File: config.mk
export PLATFORM = sky130hd
export DESIGN_NAME = wdt_interval_timer
export DESIGN_NICKNAME = d
export VERILOG_FILES = /design/src/verilog/wdt_pkg.sv /design/src/verilog/wdt_sync.sv /design/src/verilog/wdt_prescaler.sv /design/src/verilog/wdt_interval_timer.sv
export SDC_FILE = /design/constraint.sdc
export NUM_CORES = 1
export LEC_CHECK = 0
export ABC_AREA = 1
export BUFFER_PORTS_ARGS = -buffer_cell sky130_fd_sc_hd__buf_2
export CAP_MARGIN = 20
export CORE_AREA = 2 2 86 88
export DETAILED_ROUTE_END_ITERATION = 12
export DIE_AREA = 0 0 88 90
export GPL_ROUTABILITY_DRIVEN = 1
export GPL_TIMING_DRIVEN = 0
export PLACE_DENSITY = 0.84
export SLEW_MARGIN = 20
export SYNTH_ARGS = -nofsm -noshare
export SYNTH_HDL_FRONTEND = slang
export SYNTH_SLANG_ARGS = --single-unit
File: constraint.sdc
create_clock -name clock -period 2.24 [get_ports clock]
set_input_delay 0.336 -clock clock [delete_from_list [all_inputs] [get_ports clock]]
set_output_delay 0.336 -clock clock [all_outputs]
set_load 0.02 [all_outputs]
File: src/verilog/wdt_pkg.sv
package wdt_pkg;
   // Wishbone register byte offsets.
   localparam logic [3:0] WDT_CTRL_OFS    = 4'h0;
   localparam logic [3:0] WDT_RELOAD_OFS  = 4'h4;
   localparam logic [3:0] WDT_FEED_OFS    = 4'h8;
   localparam logic [3:0] WDT_STATUS_OFS  = 4'hC;
   localparam logic [3:0] WDT_IRQST_OFS   = 4'h0;
   localparam logic [3:0] WDT_IRQMSK_OFS  = 4'h4;
   // Control and interrupt field positions.
   localparam int WDT_CTRL_RUN_BIT   = 0;
   localparam int WDT_CTRL_MODE_BIT  = 1;
   localparam int WDT_CTRL_CLKSEL_BIT = 2;
   localparam int WDT_CTRL_TAP_LSB   = 4;
   localparam int WDT_IRQ_TIMEOUT_BIT = 0;
   localparam int WDT_IRQ_BADFEED_BIT = 1;
   // Reset values.
   localparam logic [7:0] WDT_CTRL_RST   = 8'h73;
   localparam logic [7:0] WDT_RELOAD_RST = 8'hFF;
   localparam logic [1:0] WDT_IRQMSK_RST = 2'h0;
   // Feed sequence bytes.
   localparam logic [7:0] WDT_FEED_FIRST  = 8'hA5;
   localparam logic [7:0] WDT_FEED_SECOND = 8'h5A;
   // Timing.
   localparam int WDT_PRESCALE_BITS = 12;
   localparam int WDT_COUNT_BITS    = 8;
   localparam int WDT_TAP_BASE      = 4;
   localparam int WDT_CLK_MHZ       = 250;
   localparam int WDT_RESET_PULSE_NS = 40;
   localparam int WDT_RESET_PULSE_CYC =
      (WDT_RESET_PULSE_NS * WDT_CLK_MHZ + 999) / 1000;
endpackage : wdt_pkg

File: src/verilog/wdt_sync.sv
`timescale 1ns/1ps
`default_nettype none
module wdt_sync
   import wdt_pkg::*;
(
   // Clock and reset.
   input  wire logic clock,
   input  wire logic rst,
   // Levels.
   input  wire logic asyncIn,
   output logic      syncOut
);
   logic meta_ff;

   // The first stage feeds only the second.
   always_ff @(posedge clock or posedge rst) begin
      if (rst) begin
         meta_ff <= 1'b0;
         syncOut <= 1'b0;
      end else begin
         meta_ff <= asyncIn;
         syncOut <= meta_ff;
      end
   end
endmodule : wdt_sync
`default_nettype wire

File: src/verilog/wdt_prescaler.sv
`timescale 1ns/1ps
`default_nettype none
module wdt_prescaler
   import wdt_pkg::*;
#(
   parameter int WIDTH = WDT_PRESCALE_BITS
) (
   // Clock and reset.
   input  wire logic       clock,
   input  wire logic       rst,
   // Control.
   input  wire logic       advance,
   input  wire logic       clear,
   input  wire logic [2:0] tapSel,
   // Tap pulse.
   output logic            tapPulse
);
   logic [WIDTH-1:0] count_ff;
   logic [WIDTH-1:0] nxt_count;
   logic [3:0]       tapIdx;

   // eight tap ratios
   // Tap seven lands on the top bit, so no tap reads past the prescaler.
   assign tapIdx = 4'(WDT_TAP_BASE) + 4'(tapSel);
   assign nxt_count = count_ff + WIDTH'(1);

   // twelve bit prescaler
   always_ff @(posedge clock or posedge rst) begin
      if (rst) begin
         count_ff <= '0;
      end else if (clear) begin
         count_ff <= '0;
      end else if (advance) begin
         count_ff <= nxt_count;
      end
   end

   // tap rising carry
   always_ff @(posedge clock or posedge rst) begin
      if (rst) begin
         tapPulse <= 1'b0;
      end else begin
         tapPulse <= advance && !clear && nxt_count[tapIdx]
                     && !count_ff[tapIdx];
      end
   end
endmodule : wdt_prescaler
`default_nettype wire

File: src/verilog/wdt_interval_timer.sv
`timescale 1ns/1ps
`default_nettype none
// Functional notes
// Underflow in watchdog mode resets system.
// Twelve-bit prescaler feeding eight-bit down counter.
// Counter decrements on selected prescaler tap.
// Prescaler clock: peripheral clock or oscillator.
// Only power-on reset clears timer state.
// Interval mode raises interrupt per timeout.
// Software feeds with two ordered byte writes.
// Peripheral clock source stops in power-down.
// Mode bit one selects watchdog, zero interval.
// Valid feed reloads counter, clears prescaler.
// Three-bit field picks one of eight taps.
module wdt_interval_timer
   import wdt_pkg::*;
#(
   parameter int RESET_CYCLES = WDT_RESET_PULSE_CYC
) (
   // Clock and power-on reset.
   input  wire logic        clock,
   input  wire logic        rst,
   // Wishbone slave.
   input  wire logic        wb_cyc_i,
   input  wire logic        wb_stb_i,
   input  wire logic        wb_we_i,
   input  wire logic [4:0]  wb_adr_i,
   input  wire logic [3:0]  wb_sel_i,
   input  wire logic [31:0] wb_dat_i,
   output logic [31:0]      wb_dat_o,
   output logic             wb_ack_o,
   // Clock sources and power state.
   input  wire logic        peripheralClkTick,
   input  wire logic        watchdogOsc,
   input  wire logic        powerDown,
   // Outputs.
   output logic             systemResetReq,
   output logic             irq
);
   logic [7:0]  ctrl_ff;
   logic [7:0]  reload_ff;
   logic [7:0]  count_ff;
   logic        feedArmed_ff;
   logic [1:0]  irqStat_ff;
   logic [1:0]  irqMask_ff;
   logic        oscPrev_ff;
   logic [7:0]  rstCnt_ff;
   logic        oscSync;
   logic        oscEdge;
   logic        advance;
   logic        tapPulse;
   logic        feedOk;
   logic        underflow;
   logic        wbReq;
   logic        wrEn;
   logic        byte0;
   logic        hiBank;
   logic [3:0]  ofs;
   logic [1:0]  evSet;
   logic        running;
   logic        wdMode;
   logic        useOsc;
   logic [31:0] nxt_rdData;

   assign wbReq  = wb_cyc_i && wb_stb_i && !wb_ack_o;
   assign wrEn   = wbReq && wb_we_i;
   assign byte0  = wb_sel_i[0];
   assign hiBank = wb_adr_i[4];
   assign ofs    = wb_adr_i[3:0];
   assign running = ctrl_ff[WDT_CTRL_RUN_BIT];
   assign wdMode  = ctrl_ff[WDT_CTRL_MODE_BIT];
   assign useOsc  = ctrl_ff[WDT_CTRL_CLKSEL_BIT];

   wdt_sync u_oscSync (
      .clock   (clock),
      .rst     (rst),
      .asyncIn (watchdogOsc),
      .syncOut (oscSync)
   );

   always_ff @(posedge clock or posedge rst) begin
      if (rst) begin
         oscPrev_ff <= 1'b0;
      end else begin
         oscPrev_ff <= oscSync;
      end
   end
   assign oscEdge = oscSync && !oscPrev_ff;

   // source select
   // stop in power-down
   assign advance = running
                    && (useOsc ? oscEdge
                               : (peripheralClkTick && !powerDown));

   wdt_prescaler #(
      .WIDTH (WDT_PRESCALE_BITS)
   ) u_prescaler (
      .clock    (clock),
      .rst      (rst),
      .advance  (advance),
      .clear    (feedOk || !running),
      .tapSel   (ctrl_ff[WDT_CTRL_TAP_LSB +: 3]),
      .tapPulse (tapPulse)
   );

   // ordered feed bytes
   assign feedOk = wrEn && byte0 && !hiBank && ofs == WDT_FEED_OFS
                   && feedArmed_ff && wb_dat_i[7:0] == WDT_FEED_SECOND;

   always_ff @(posedge clock or posedge rst) begin
      if (rst) begin
         feedArmed_ff <= 1'b0;
      end else if (wrEn) begin
         feedArmed_ff <= byte0 && !hiBank && ofs == WDT_FEED_OFS
                         && wb_dat_i[7:0] == WDT_FEED_FIRST;
      end
   end

   // Control registers; rst is the power-on reset only.
   // power-on reset only
   always_ff @(posedge clock or posedge rst) begin
      if (rst) begin
         ctrl_ff   <= WDT_CTRL_RST;
         reload_ff <= WDT_RELOAD_RST;
      end else if (wrEn && byte0 && !hiBank) begin
         if (ofs == WDT_CTRL_OFS) begin
            ctrl_ff <= wb_dat_i[7:0];
         end
         if (ofs == WDT_RELOAD_OFS) begin
            reload_ff <= wb_dat_i[7:0];
         end
      end
   end

   assign underflow = running && tapPulse && count_ff == 8'h00;

   // eight bit counter
   // feed reloads
   always_ff @(posedge clock or posedge rst) begin
      if (rst) begin
         count_ff <= WDT_RELOAD_RST;
      end else if (feedOk || !running || underflow) begin
         count_ff <= reload_ff;
      end else if (tapPulse) begin
         // decrement on tap
         count_ff <= count_ff - 8'h01;
      end
   end

   // reset on underflow
   // mode bit steers
   // A stretched pulse gives the reset tree time to act.
   always_ff @(posedge clock or posedge rst) begin
      if (rst) begin
         rstCnt_ff <= 8'h00;
      end else if (underflow && wdMode) begin
         rstCnt_ff <= 8'(RESET_CYCLES);
      end else if (rstCnt_ff != 8'h00) begin
         rstCnt_ff <= rstCnt_ff - 8'h01;
      end
   end
   assign systemResetReq = rstCnt_ff != 8'h00;

   // interval interrupt
   assign evSet[WDT_IRQ_TIMEOUT_BIT] = underflow && !wdMode;
   assign evSet[WDT_IRQ_BADFEED_BIT] = wrEn && byte0 && !hiBank
      && ofs == WDT_FEED_OFS && !feedOk
      && wb_dat_i[7:0] != WDT_FEED_FIRST;

   // Set wins over a write-one clear in the same cycle.
   always_ff @(posedge clock or posedge rst) begin
      if (rst) begin
         irqStat_ff <= 2'h0;
      end else if (wrEn && byte0 && hiBank && ofs == WDT_IRQST_OFS) begin
         irqStat_ff <= (irqStat_ff & ~wb_dat_i[1:0]) | evSet;
      end else begin
         irqStat_ff <= irqStat_ff | evSet;
      end
   end

   always_ff @(posedge clock or posedge rst) begin
      if (rst) begin
         irqMask_ff <= WDT_IRQMSK_RST;
      end else if (wrEn && byte0 && hiBank && ofs == WDT_IRQMSK_OFS) begin
         irqMask_ff <= wb_dat_i[1:0];
      end
   end
   assign irq = |(irqStat_ff & irqMask_ff);

   always_comb begin
      nxt_rdData = 32'h0;
      if (!hiBank) begin
         unique case (ofs)
            WDT_CTRL_OFS:   nxt_rdData = {24'h0, ctrl_ff};
            WDT_RELOAD_OFS: nxt_rdData = {24'h0, reload_ff};
            WDT_STATUS_OFS: nxt_rdData = {24'h0, count_ff};
            default:        nxt_rdData = 32'h0;
         endcase
      end else begin
         unique case (ofs)
            WDT_IRQST_OFS:  nxt_rdData = {30'h0, irqStat_ff};
            WDT_IRQMSK_OFS: nxt_rdData = {30'h0, irqMask_ff};
            default:        nxt_rdData = 32'h0;
         endcase
      end
   end

   // Unmapped addresses still ack, reading zero.
   always_ff @(posedge clock or posedge rst) begin
      if (rst) begin
         wb_ack_o <= 1'b0;
         wb_dat_o <= 32'h0;
      end else begin
         wb_ack_o <= wbReq;
         wb_dat_o <= wbReq ? nxt_rdData : 32'h0;
      end
   end
endmodule : wdt_interval_timer
`default_nettype wire

==> impl_metrics.yaml, run 1 <==
run_status:
  outcome: "complete, no violations"
drt:
  vias: 3250
  route.detailed.drc: 0
  finalWirelength_mm: 8.19
  drt_iter0_drc: 312
  avgRoutedWirePerCell_um: 12.7
  vias_per_cell: 5.03
  drt_pass1_iterations: 4
  ant_nets: 0
synthesis:
  yosys.area_share.simple: 0.272
  synthCells: 474
  synth_most_common_cell: "nand2_1"
  synth_top_family_by_area: "simple AND/OR/NAND/NOR gates"
  synthAdderAreaFrac: 0.0102
  synth_cell_type_count: 35
  synth_edf_count: 0
  syn_area_mm2: 0.00369
  yosysWarnings: 0
  synthMuxAreaShare: 0
  synth_top_area_cell: "dfrtp_1"
  synth_top_cells_by_area: "dfrtp_1, dfstp_2, nand2_1, inv_1, buf_4"
  synth_common_cells: "nand2_1, inv_1, dfrtp_1"
  synth.avg_cell_area_um2: 7.78
  seq_area_frac_synth: 0.428
  synth_seq_cells: 62
  synth-async-reset-ratio: 1.00
  synth_compound_area_frac: 0.112
  synth_top_area_share: 0.278
  synth_xor_area_frac: 0.0333
  synth_ff_type: "dfrtp_1"
setup_path:
  crit_buf_inv: 3
  crit_type: "register to primary output"
  worst-endpoint-arrival_ns: 1.84
  crit_family: "simple AND/OR/NAND/NOR gates"
  critPathMaxFanout: 8
  critical_path.endpoint_type: "primary output"
  cpPeakStageDelay_ns: 0.39
  startpoint_type: "register"
  cp.required_ns: 1.90
  cp_cell_sequence: "inv_1 > ha_2 > nand2_1 > inv_1 > nand3_1 > nor2_2 > nand2_2 > buf_2"
  r2r_setup_slack_ns: 0.41
  r2r_start: "count_ff[0]"
  crit_top_cell: "inv_1"
  setup.worst_path.start: "rstCnt_ff[0]"
  crit_slowest_cell: "dfrtp_1"
placed_design:
  gp_congestion: 0.922
  dp_slack_ns: 0.440
  dp_hpwl_mm: 5.97
  placed_cells: 629
  io_buffers: 32
  place_area_mm2: 0.00409
cts:
  cts_setup_buffers: 0
  cts_buffer_depth: 2
  cts_tree: "done"
  h-tree-depth: 3
  clk_pin_slew_ns: 0.07
  clk_latency_ns: 0.35
  numCtsBuffers: 9
  cts-root-buf: "clkbuf_8"
  cts_sinks: 62
global_route:
  grt_max_degree: 54
  grtUsageTotal: 0.220
  antenna_found_initial: 0
  grt_pass1_wl_mm: 14.1
  grt_pass1_vias: 3267
  grt-ovfl-total: 0
floorplanning:
  boundaryPins: 84
  core-area_mm2: 0.00702
  die_h_um: 90
  start_util: 0.525
  rows: 31
  die_area_mm2: 0.00792
  die_w_um: 88
layout:
  drive_gt1_frac: 0.249
  fin_area_mm2: 0.00434
  nets: 594
  seq_area_mm2: 0.00158
  antennaDiodeCount: 0
  multi_input_area_mm2: 0.00168
  fin_cells: 646
  fill_cells: 591
  synthToLayoutAreaGrowth_pct: 17.6
hold_path:
  min_from: "watchdogOsc"
  hold_class: "primary input to register"
power_and_ir_drop:
  combPwrFrac: 0.198
  sw_frac_of_total: 0.290
  p_int_uw: 2160
  leakagePower_uw: 0.00221
  power_density_mw_per_mm2: 702
  seqPwrFrac: 0.430
  switching_power_uw: 882
  pwr-share-clk: 0.372
  ir_worst_vdd_v: 0.000335
timing:
  finalSetupViolCount: 0
  max_clock_freq_mhz: 459
  min_period_over_period: 0.973
  fin_ws_ns: 0.0595
  skew_ns: 0.0149
  drv_slew: 0
  finalHoldViolCount: 0
  setup-tns-final_ns: 0
  fin_crit_ns: 2.18
flow_run:
  drv_cap: 0
per-layer routing:
metal / track usage / routed length, µm
met2: 0.359 / 4040
met3: 0.0331 / 523
met4: 0.105 / 148
met1: 0.281 / 3480
met5: 0 / 0
timing repair:
item / 4_1_cts / 5_1_grt
hold endpoints to repair: 9 / 0
resized for setup: 0 / 3
setup endpoints to repair: 0 / 1
hold buffers: 1 / 0
cell usage in the layout (no fill, tap or decap), types with 9 or more instances in the layout:
cell type	netlist	layout
inv_1	77	76
dfstp_2	21	21
nand2_1	107	106
xor2_1	13	13
nor2_1	31	30
o21ai_1	9	9
dfrtp_1	41	41
nand4_1	10	10
buf_2	3	35
conb_1	1	24
buf_4	25	25
nand3_1	36	36
o21ai_0	37	37
clkbuf_8	0	11
worst paths after layout:
| check | to | cells after the start |
|---|---|---|
| setup / recovery | systemResetReq | 8 |
| hold / removal | u_oscSync.meta_ff | 1 |
| setup reg to reg | count_ff[2] | 9 |
| hold reg to reg | u_oscSync.syncOut | 0 |
| max in group asynchronous | reload_ff[1] | 4 |
| min in group asynchronous | u_prescaler.count_ff[5] | 3 |
logic make-up (layout without fill, tap and decap cells):
kind of cell	after synthesis	in the layout
compound gates	68	68
xor+xnor	14	14
fa+ha+maj	3	3
buf+inv	110	160
flops	62	62
other cells	1	24
simple gates	216	216
per-stage QoR:
step / total power, µW / hold slack [ns] / util
finish: 3040 / 0.0870 / 0.618
CTS: 3040 / 0.0788 / 0.617
global route: 3200 / 0.0879 / 0.618
global placement: 1860 / 0.338 / 0.578
detailed placement: 1900 / 0.255 / 0.582
floorplan: 1770 / 0.331 / -
sequential cells by signal, indices dropped and copies added, names as in the netlist:
register,cells
ctrl_ff,8
count_ff,8
u_oscSync.syncOut,1
irqStat_ff,2
u_prescaler.count_ff,12
rstCnt_ff,8
irqMask_ff,2
feedArmed_ff,1
u_oscSync.meta_ff,1
reload_ff,8
wb_ack_o,1
wb_dat_o,8
u_prescaler.tapPulse,1
oscPrev_ff,1
power by group through the flow:
stage	Clock [µW]	Sequential [µW]	Combinational, µW
after global routing	1200	1320	676
after floorplan	0	1310	460
after global placement	0	1320	546
final	1130	1310	601
after detailed placement	0	1320	577
after CTS	1150	1300	588
layout make-up:
cell class	instances	share of cell area
multi-input combinational	325	0.387
clock buffer	11	0.0349
buffer	29	0.0513
clock inverter	5	0.0187
tap	99	0.0286
inverter	81	0.0707
timing repair buffer	34	0.0456
sequential	62	0.364
Note: power is estimated with default switching activity, not from simulation.
==> inputs of run 2 (changes only) <==
--- a/config.mk
+++ b/config.mk
@@ -6,14 +6,14 @@
 export NUM_CORES = 1
 export LEC_CHECK = 0
 export ABC_AREA = 1
-export BUFFER_PORTS_ARGS = -buffer_cell sky130_fd_sc_hd__buf_2
 export CAP_MARGIN = 20
-export CORE_AREA = 2 2 86 88
+export CORE_AREA = 2 2 85 87
 export DETAILED_ROUTE_END_ITERATION = 12
-export DIE_AREA = 0 0 88 90
+export DIE_AREA = 0 0 87 89
+export DONT_BUFFER_PORTS = 1
 export GPL_ROUTABILITY_DRIVEN = 1
 export GPL_TIMING_DRIVEN = 0
-export PLACE_DENSITY = 0.84
+export PLACE_DENSITY_LB_ADDON = 0.05
 export SLEW_MARGIN = 20
 export SYNTH_ARGS = -nofsm -noshare
 export SYNTH_HDL_FRONTEND = slang
==> impl_metrics.yaml, run 2 (same netlist as run 1, synthesis figures left out) <==
global_route:
  grt_pass1_vias: 2915
  grt-ovfl-total: 0
  grt-busiest-layer: "met2"
  met1_usage: 0.305
  grt_use_met3: 0.0619
  antenna_found_initial: 0
  grt_pass1_wl_mm: 13.6
  grt_max_degree: 48
  met2_usage: 0.357
  grtUsageTotal: 0.227
power_and_ir_drop:
  power_density_mw_per_mm2: 708
  leakagePower_uw: 0.00207
  ir_worst_vdd_v: 0.000372
  p_int_uw: 2080
  switching_power_uw: 850
  sw_frac_of_total: 0.290
  pwr-share-clk: 0.368
  seqPwrFrac: 0.445
  combPwrFrac: 0.187
timing:
  max_clock_freq_mhz: 509
  drv_slew: 0
  finalHoldViolCount: 0
  skew_ns: 0.0108
  fin_crit_ns: 1.96
  finalSetupViolCount: 0
  whs_ns: 0.114
  rsz0062_at_grt: "no"
  min_period_over_period: 0.877
  fin_ws_ns: 0.276
setup_path:
  cp.required_ns: 1.90
  worst-endpoint-arrival_ns: 1.63
  cp_num_cells: 7
  critPathMaxFanout: 8
  r2r_start: "count_ff[0]"
  critical_path.endpoint_type: "primary output"
  setup.worst_path.start: "rstCnt_ff[0]"
  startpoint_type: "register"
  r2r_setup_slack_ns: 0.43
  cpPeakStageDelay_ns: 0.39
  endpoint: "systemResetReq"
  crit_slowest_cell: "dfrtp_1"
  cp_cell_sequence: "inv_1 > ha_1 > nand2_1 > inv_1 > nand3_1 > nor2_1 > nand2_1"
  r2r_cells: 9
  crit_type: "register to primary output"
  reg2reg_to: "count_ff[2]"
  crit_family: "simple AND/OR/NAND/NOR gates"
  crit_buf_inv: 2
layout:
  fin_cells: 596
  utilization: 0.616
  mostFrequentLayoutCells: "nand2_1, inv_1, dfrtp_1"
  top_register: "u_prescaler.count_ff"
  synthToLayoutAreaGrowth_pct: 12.2
  nets: 563
  fill_cells: 618
  drive_gt1_frac: 0.194
  seq_area_mm2: 0.00158
  antennaDiodeCount: 0
  layout_commonest_cell: "nand2_1"
  multi_input_area_mm2: 0.00167
  largest_reg_flops: 12
floorplanning:
  die_area_mm2: 0.00774
  die_w_um: 87
  rows: 30
  boundaryPins: 84
  die_h_um: 89
  start_util: 0.549
  core-area_mm2: 0.00672
flow_run:
  drv_cap: 0
cts:
  cts_tree: "done"
  cts-root-buf: "clkbuf_8"
  cts_setup_buffers: 0
  clk_latency_ns: 0.35
  clk_pin_slew_ns: 0.08
  cts_buffer_depth: 2
  h-tree-depth: 3
  cts_sinks: 62
  numCtsBuffers: 9
run_status:
  outcome: "complete, no violations"
placed_design:
  dp_hpwl_mm: 5.95
  gp_congestion: 0.857
  io_buffers: 0
  dp_slack_ns: 0.452
  placed_cells: 578
drt:
  route.detailed.drc: 0
  vias_per_cell: 5.11
  ant_nets: 0
  finalWirelength_mm: 7.97
  vias: 3048
  drt_pass1_iterations: 6
  avgRoutedWirePerCell_um: 13.4
  drt_iter0_drc: 160
hold_path:
  hold_depth: 2
  hold_class: "primary input to register"
[run 2: worst min-delay path by stage]
stage	startpoint	to	slack, ns
floorplan	u_oscSync.meta_ff	u_oscSync.syncOut	0.33
global placement	u_oscSync.meta_ff	u_oscSync.syncOut	0.34
detailed placement	rst	wb_dat_o[7]	0.16
CTS	wb_dat_i[3]	reload_ff[3]	0.11
global route	wb_dat_i[3]	reload_ff[3]	0.10
finish	wb_dat_i[3]	reload_ff[3]	0.11
[run 2: power groups by stage]
stage / logic [µW] / registers (µW) / clock network, µW
after floorplan: 460 / 1310 / 0
after global routing: 635 / 1310 / 1160
after CTS: 549 / 1300 / 1110
after detailed placement: 544 / 1320 / 0
after global placement: 523 / 1320 / 0
final: 547 / 1300 / 1080
[run 2: per-layer routing]
metal  wire [µm]  vias to the layer above
met4          87                        0
met1        3870                     1433
li1            -                     1537
met3         354                        6
met2        3660                       72
met5           0                        -
[run 2: area by class of cell]
class,instances,area share
sequential,62,0.381
clock inverter,6,0.0209
multi-input combinational,325,0.403
timing repair buffer,3,0.0115
tap,80,0.0242
inverter,81,0.0741
buffer,29,0.0538
clock buffer,10,0.0308
[run 2: worst register-to-register path: stages, from the launching register on]
cell and delay [ns]:
dfstp_2 0.56, inv_1 0.08, ha_1 0.21, nand3_1 0.15, nor3_1 0.08, nand2_1 0.17, nand3_4 0.16, buf_12 0.19
o21ai_2 0.11, inv_1 0.04
[run 2: per-stage QoR]
stage | TNS [ns] | area [µm²] | total power (µW)
5_1_grt | 0 | 4140 | 3110
3_5_place_dp | 0 | 3900 | 1870
4_1_cts | 0 | 4140 | 2960
6_report | 0 | 4140 | 2930
2_1_floorplan | 0 | 3770 | 1770
3_3_place_gp | -13.35 | 3870 | 1840
[run 2: what timing repair did]
action	4_1_cts	5_1_grt
gates resized for setup	0	0
hold buffers	2	0
hold endpoints to repair	14	0
==> inputs of run 3 (changes only) <==
--- a/config.mk
+++ b/config.mk
@@ -14,6 +14,8 @@
 export GPL_ROUTABILITY_DRIVEN = 1
 export GPL_TIMING_DRIVEN = 0
 export PLACE_DENSITY_LB_ADDON = 0.05
+export RECOVER_POWER = 50
+export SKIP_LAST_GASP = 1
 export SLEW_MARGIN = 20
 export SYNTH_ARGS = -nofsm -noshare
 export SYNTH_HDL_FRONTEND = slang
==> impl_metrics.yaml, run 3 (same netlist as run 1, synthesis figures left out) <==
floorplanning:
  rows: 30
  die_h_um: 89
  die_area_mm2: 0.00774
  core-area_mm2: 0.00672
  boundaryPins: 84
  start_util: 0.549
  die_w_um: 87
setup_path:
  cp.required_ns: 1.90
  critical_path.endpoint_type: "primary output"
  startpoint_type: "register"
  crit_type: "register to primary output"
  critPathMaxFanout: 8
  r2r_setup_slack_ns: 0.43
  worst-endpoint-arrival_ns: 1.63
power_and_ir_drop:
  total_power_uw: 2930
  leakagePower_uw: 0.00206
  ir_worst_vdd_v: 0.000374
  power_density_mw_per_mm2: 709
placed_design:
  dp_hpwl_mm: 5.95
  io_buffers: 0
  place_area_mm2: 0.00390
  gp_congestion: 0.857
drt:
  route.detailed.drc: 0
  finalWirelength_mm: 7.98
  ant_nets: 0
  vias_per_cell: 5.12
  drt_pass1_iterations: 5
  vias: 3053
  drt_iter0_drc: 159
  avgRoutedWirePerCell_um: 13.4
cts:
  cts_tree: "done"
  cts_setup_buffers: 0
  cts_resized: 0
  cts_sinks: 62
  numCtsBuffers: 9
  cts-root-buf: "clkbuf_8"
  clk_pin_slew_ns: 0.08
  clk_latency_ns: 0.35
  cts_buffer_depth: 2
  h-tree-depth: 3
layout:
  top_register: "u_prescaler.count_ff"
  nets: 563
  drive_gt1_frac: 0.192
  antennaDiodeCount: 0
  largest_reg_flops: 12
  fin_area_mm2: 0.00413
  mostFrequentLayoutCells: "nand2_1, inv_1, dfrtp_1"
  layout_commonest_cell: "nand2_1"
  synthToLayoutAreaGrowth_pct: 12.1
timing:
  max_clock_freq_mhz: 510
  min_period_over_period: 0.876
  tightest_slew_ns: 0.810
  slew_headroom: 0.457
  drv_slew: 0
  skew_ns: 0.0108
  finalSetupViolCount: 0
  rsz0062_at_grt: "no"
  finalHoldViolCount: 0
  fin_crit_ns: 1.96
global_route:
  antenna_found_initial: 0
  grt_pass1_wl_mm: 13.6
  grt_pass1_vias: 2915
  grtUsageTotal: 0.227
  grt_max_degree: 48
  grt-ovfl-total: 0
hold_path:
  hold_class: "primary input to register"
run_status:
  outcome: "complete, no violations"
flow_run:
  drv_cap: 0
[run 3: changes by cell type in the layout (fill, tap and decap cells not counted), sizes merged]
cell      before  now
clkinvlp       1    2
inv           81   80
[run 3: worst paths after layout]
kind / from / to / depth (start not counted)
worst max-delay path: rstCnt_ff[0] / systemResetReq / 7
worst min-delay path: wb_dat_i[3] / reload_ff[3] / 2
worst max register to register: count_ff[0] / count_ff[2] / 9
worst min register to register: u_oscSync.meta_ff / u_oscSync.syncOut / 0
max in group asynchronous: rst / reload_ff[2] / 3
min in group asynchronous: rst / rstCnt_ff[4] / 2
[run 3: critical path, cell delays in order, from the launching register on]
cell and delay [ns]:
dfrtp_1 0.39, inv_1 0.10, ha_1 0.19, nand2_1 0.06
inv_1 0.06, nand3_1 0.10, nor2_1 0.10, nand2_1 0.28
[run 3: timing repair]
action,in CTS,in global routing
hold endpoints to repair,14,0
setup endpoints to repair,0,0
hold buffers,2,0
[run 3: layout make-up]
class                      count  area (µm²)
buffer                        29         223
fill                         619        2580
sequential                    62        1580
clock inverter                 6        86.3
tap                           80         100
clock buffer                  10         128
inverter                      81         305
timing repair buffer           3        47.5
multi-input combinational    325        1670
[run 3: layer usage]
metal	part of all wire	up-vias	GRT usage	routed length [µm]
li1	-	1537	-	-
met1	0.48	1441	0.305	3860
met2	0.46	69	0.357	3680
met3	0.044	6	0.0619	348
met4	0.011	0	0.0753	87
met5	0	-	0	0
[run 3: stage by stage]
stage | worst slack, ns | util | cells | setup TNS, ns | hold slack, ns
finish | 0.277 | 0.615 | 596 | 0 | 0.114
global route | 0.126 | 0.615 | 596 | 0 | 0.105
CTS | 0.257 | 0.616 | 596 | 0 | 0.107
detailed placement | 0.452 | 0.581 | 578 | 0 | 0.160
global placement | -0.331 | 0.577 | 577 | -13.35 | 0.343
floorplan | 0.397 | - | 497 | 0 | 0.331
[run 3: report_power, final]
part | total (µW) | switching [µW] | internal (µW)
Clock | 1080 | 456 | 624
Combinational | 545 | 330 | 216
Sequential | 1300 | 64.6 | 1240
Total | 2930 | 850 | 2080
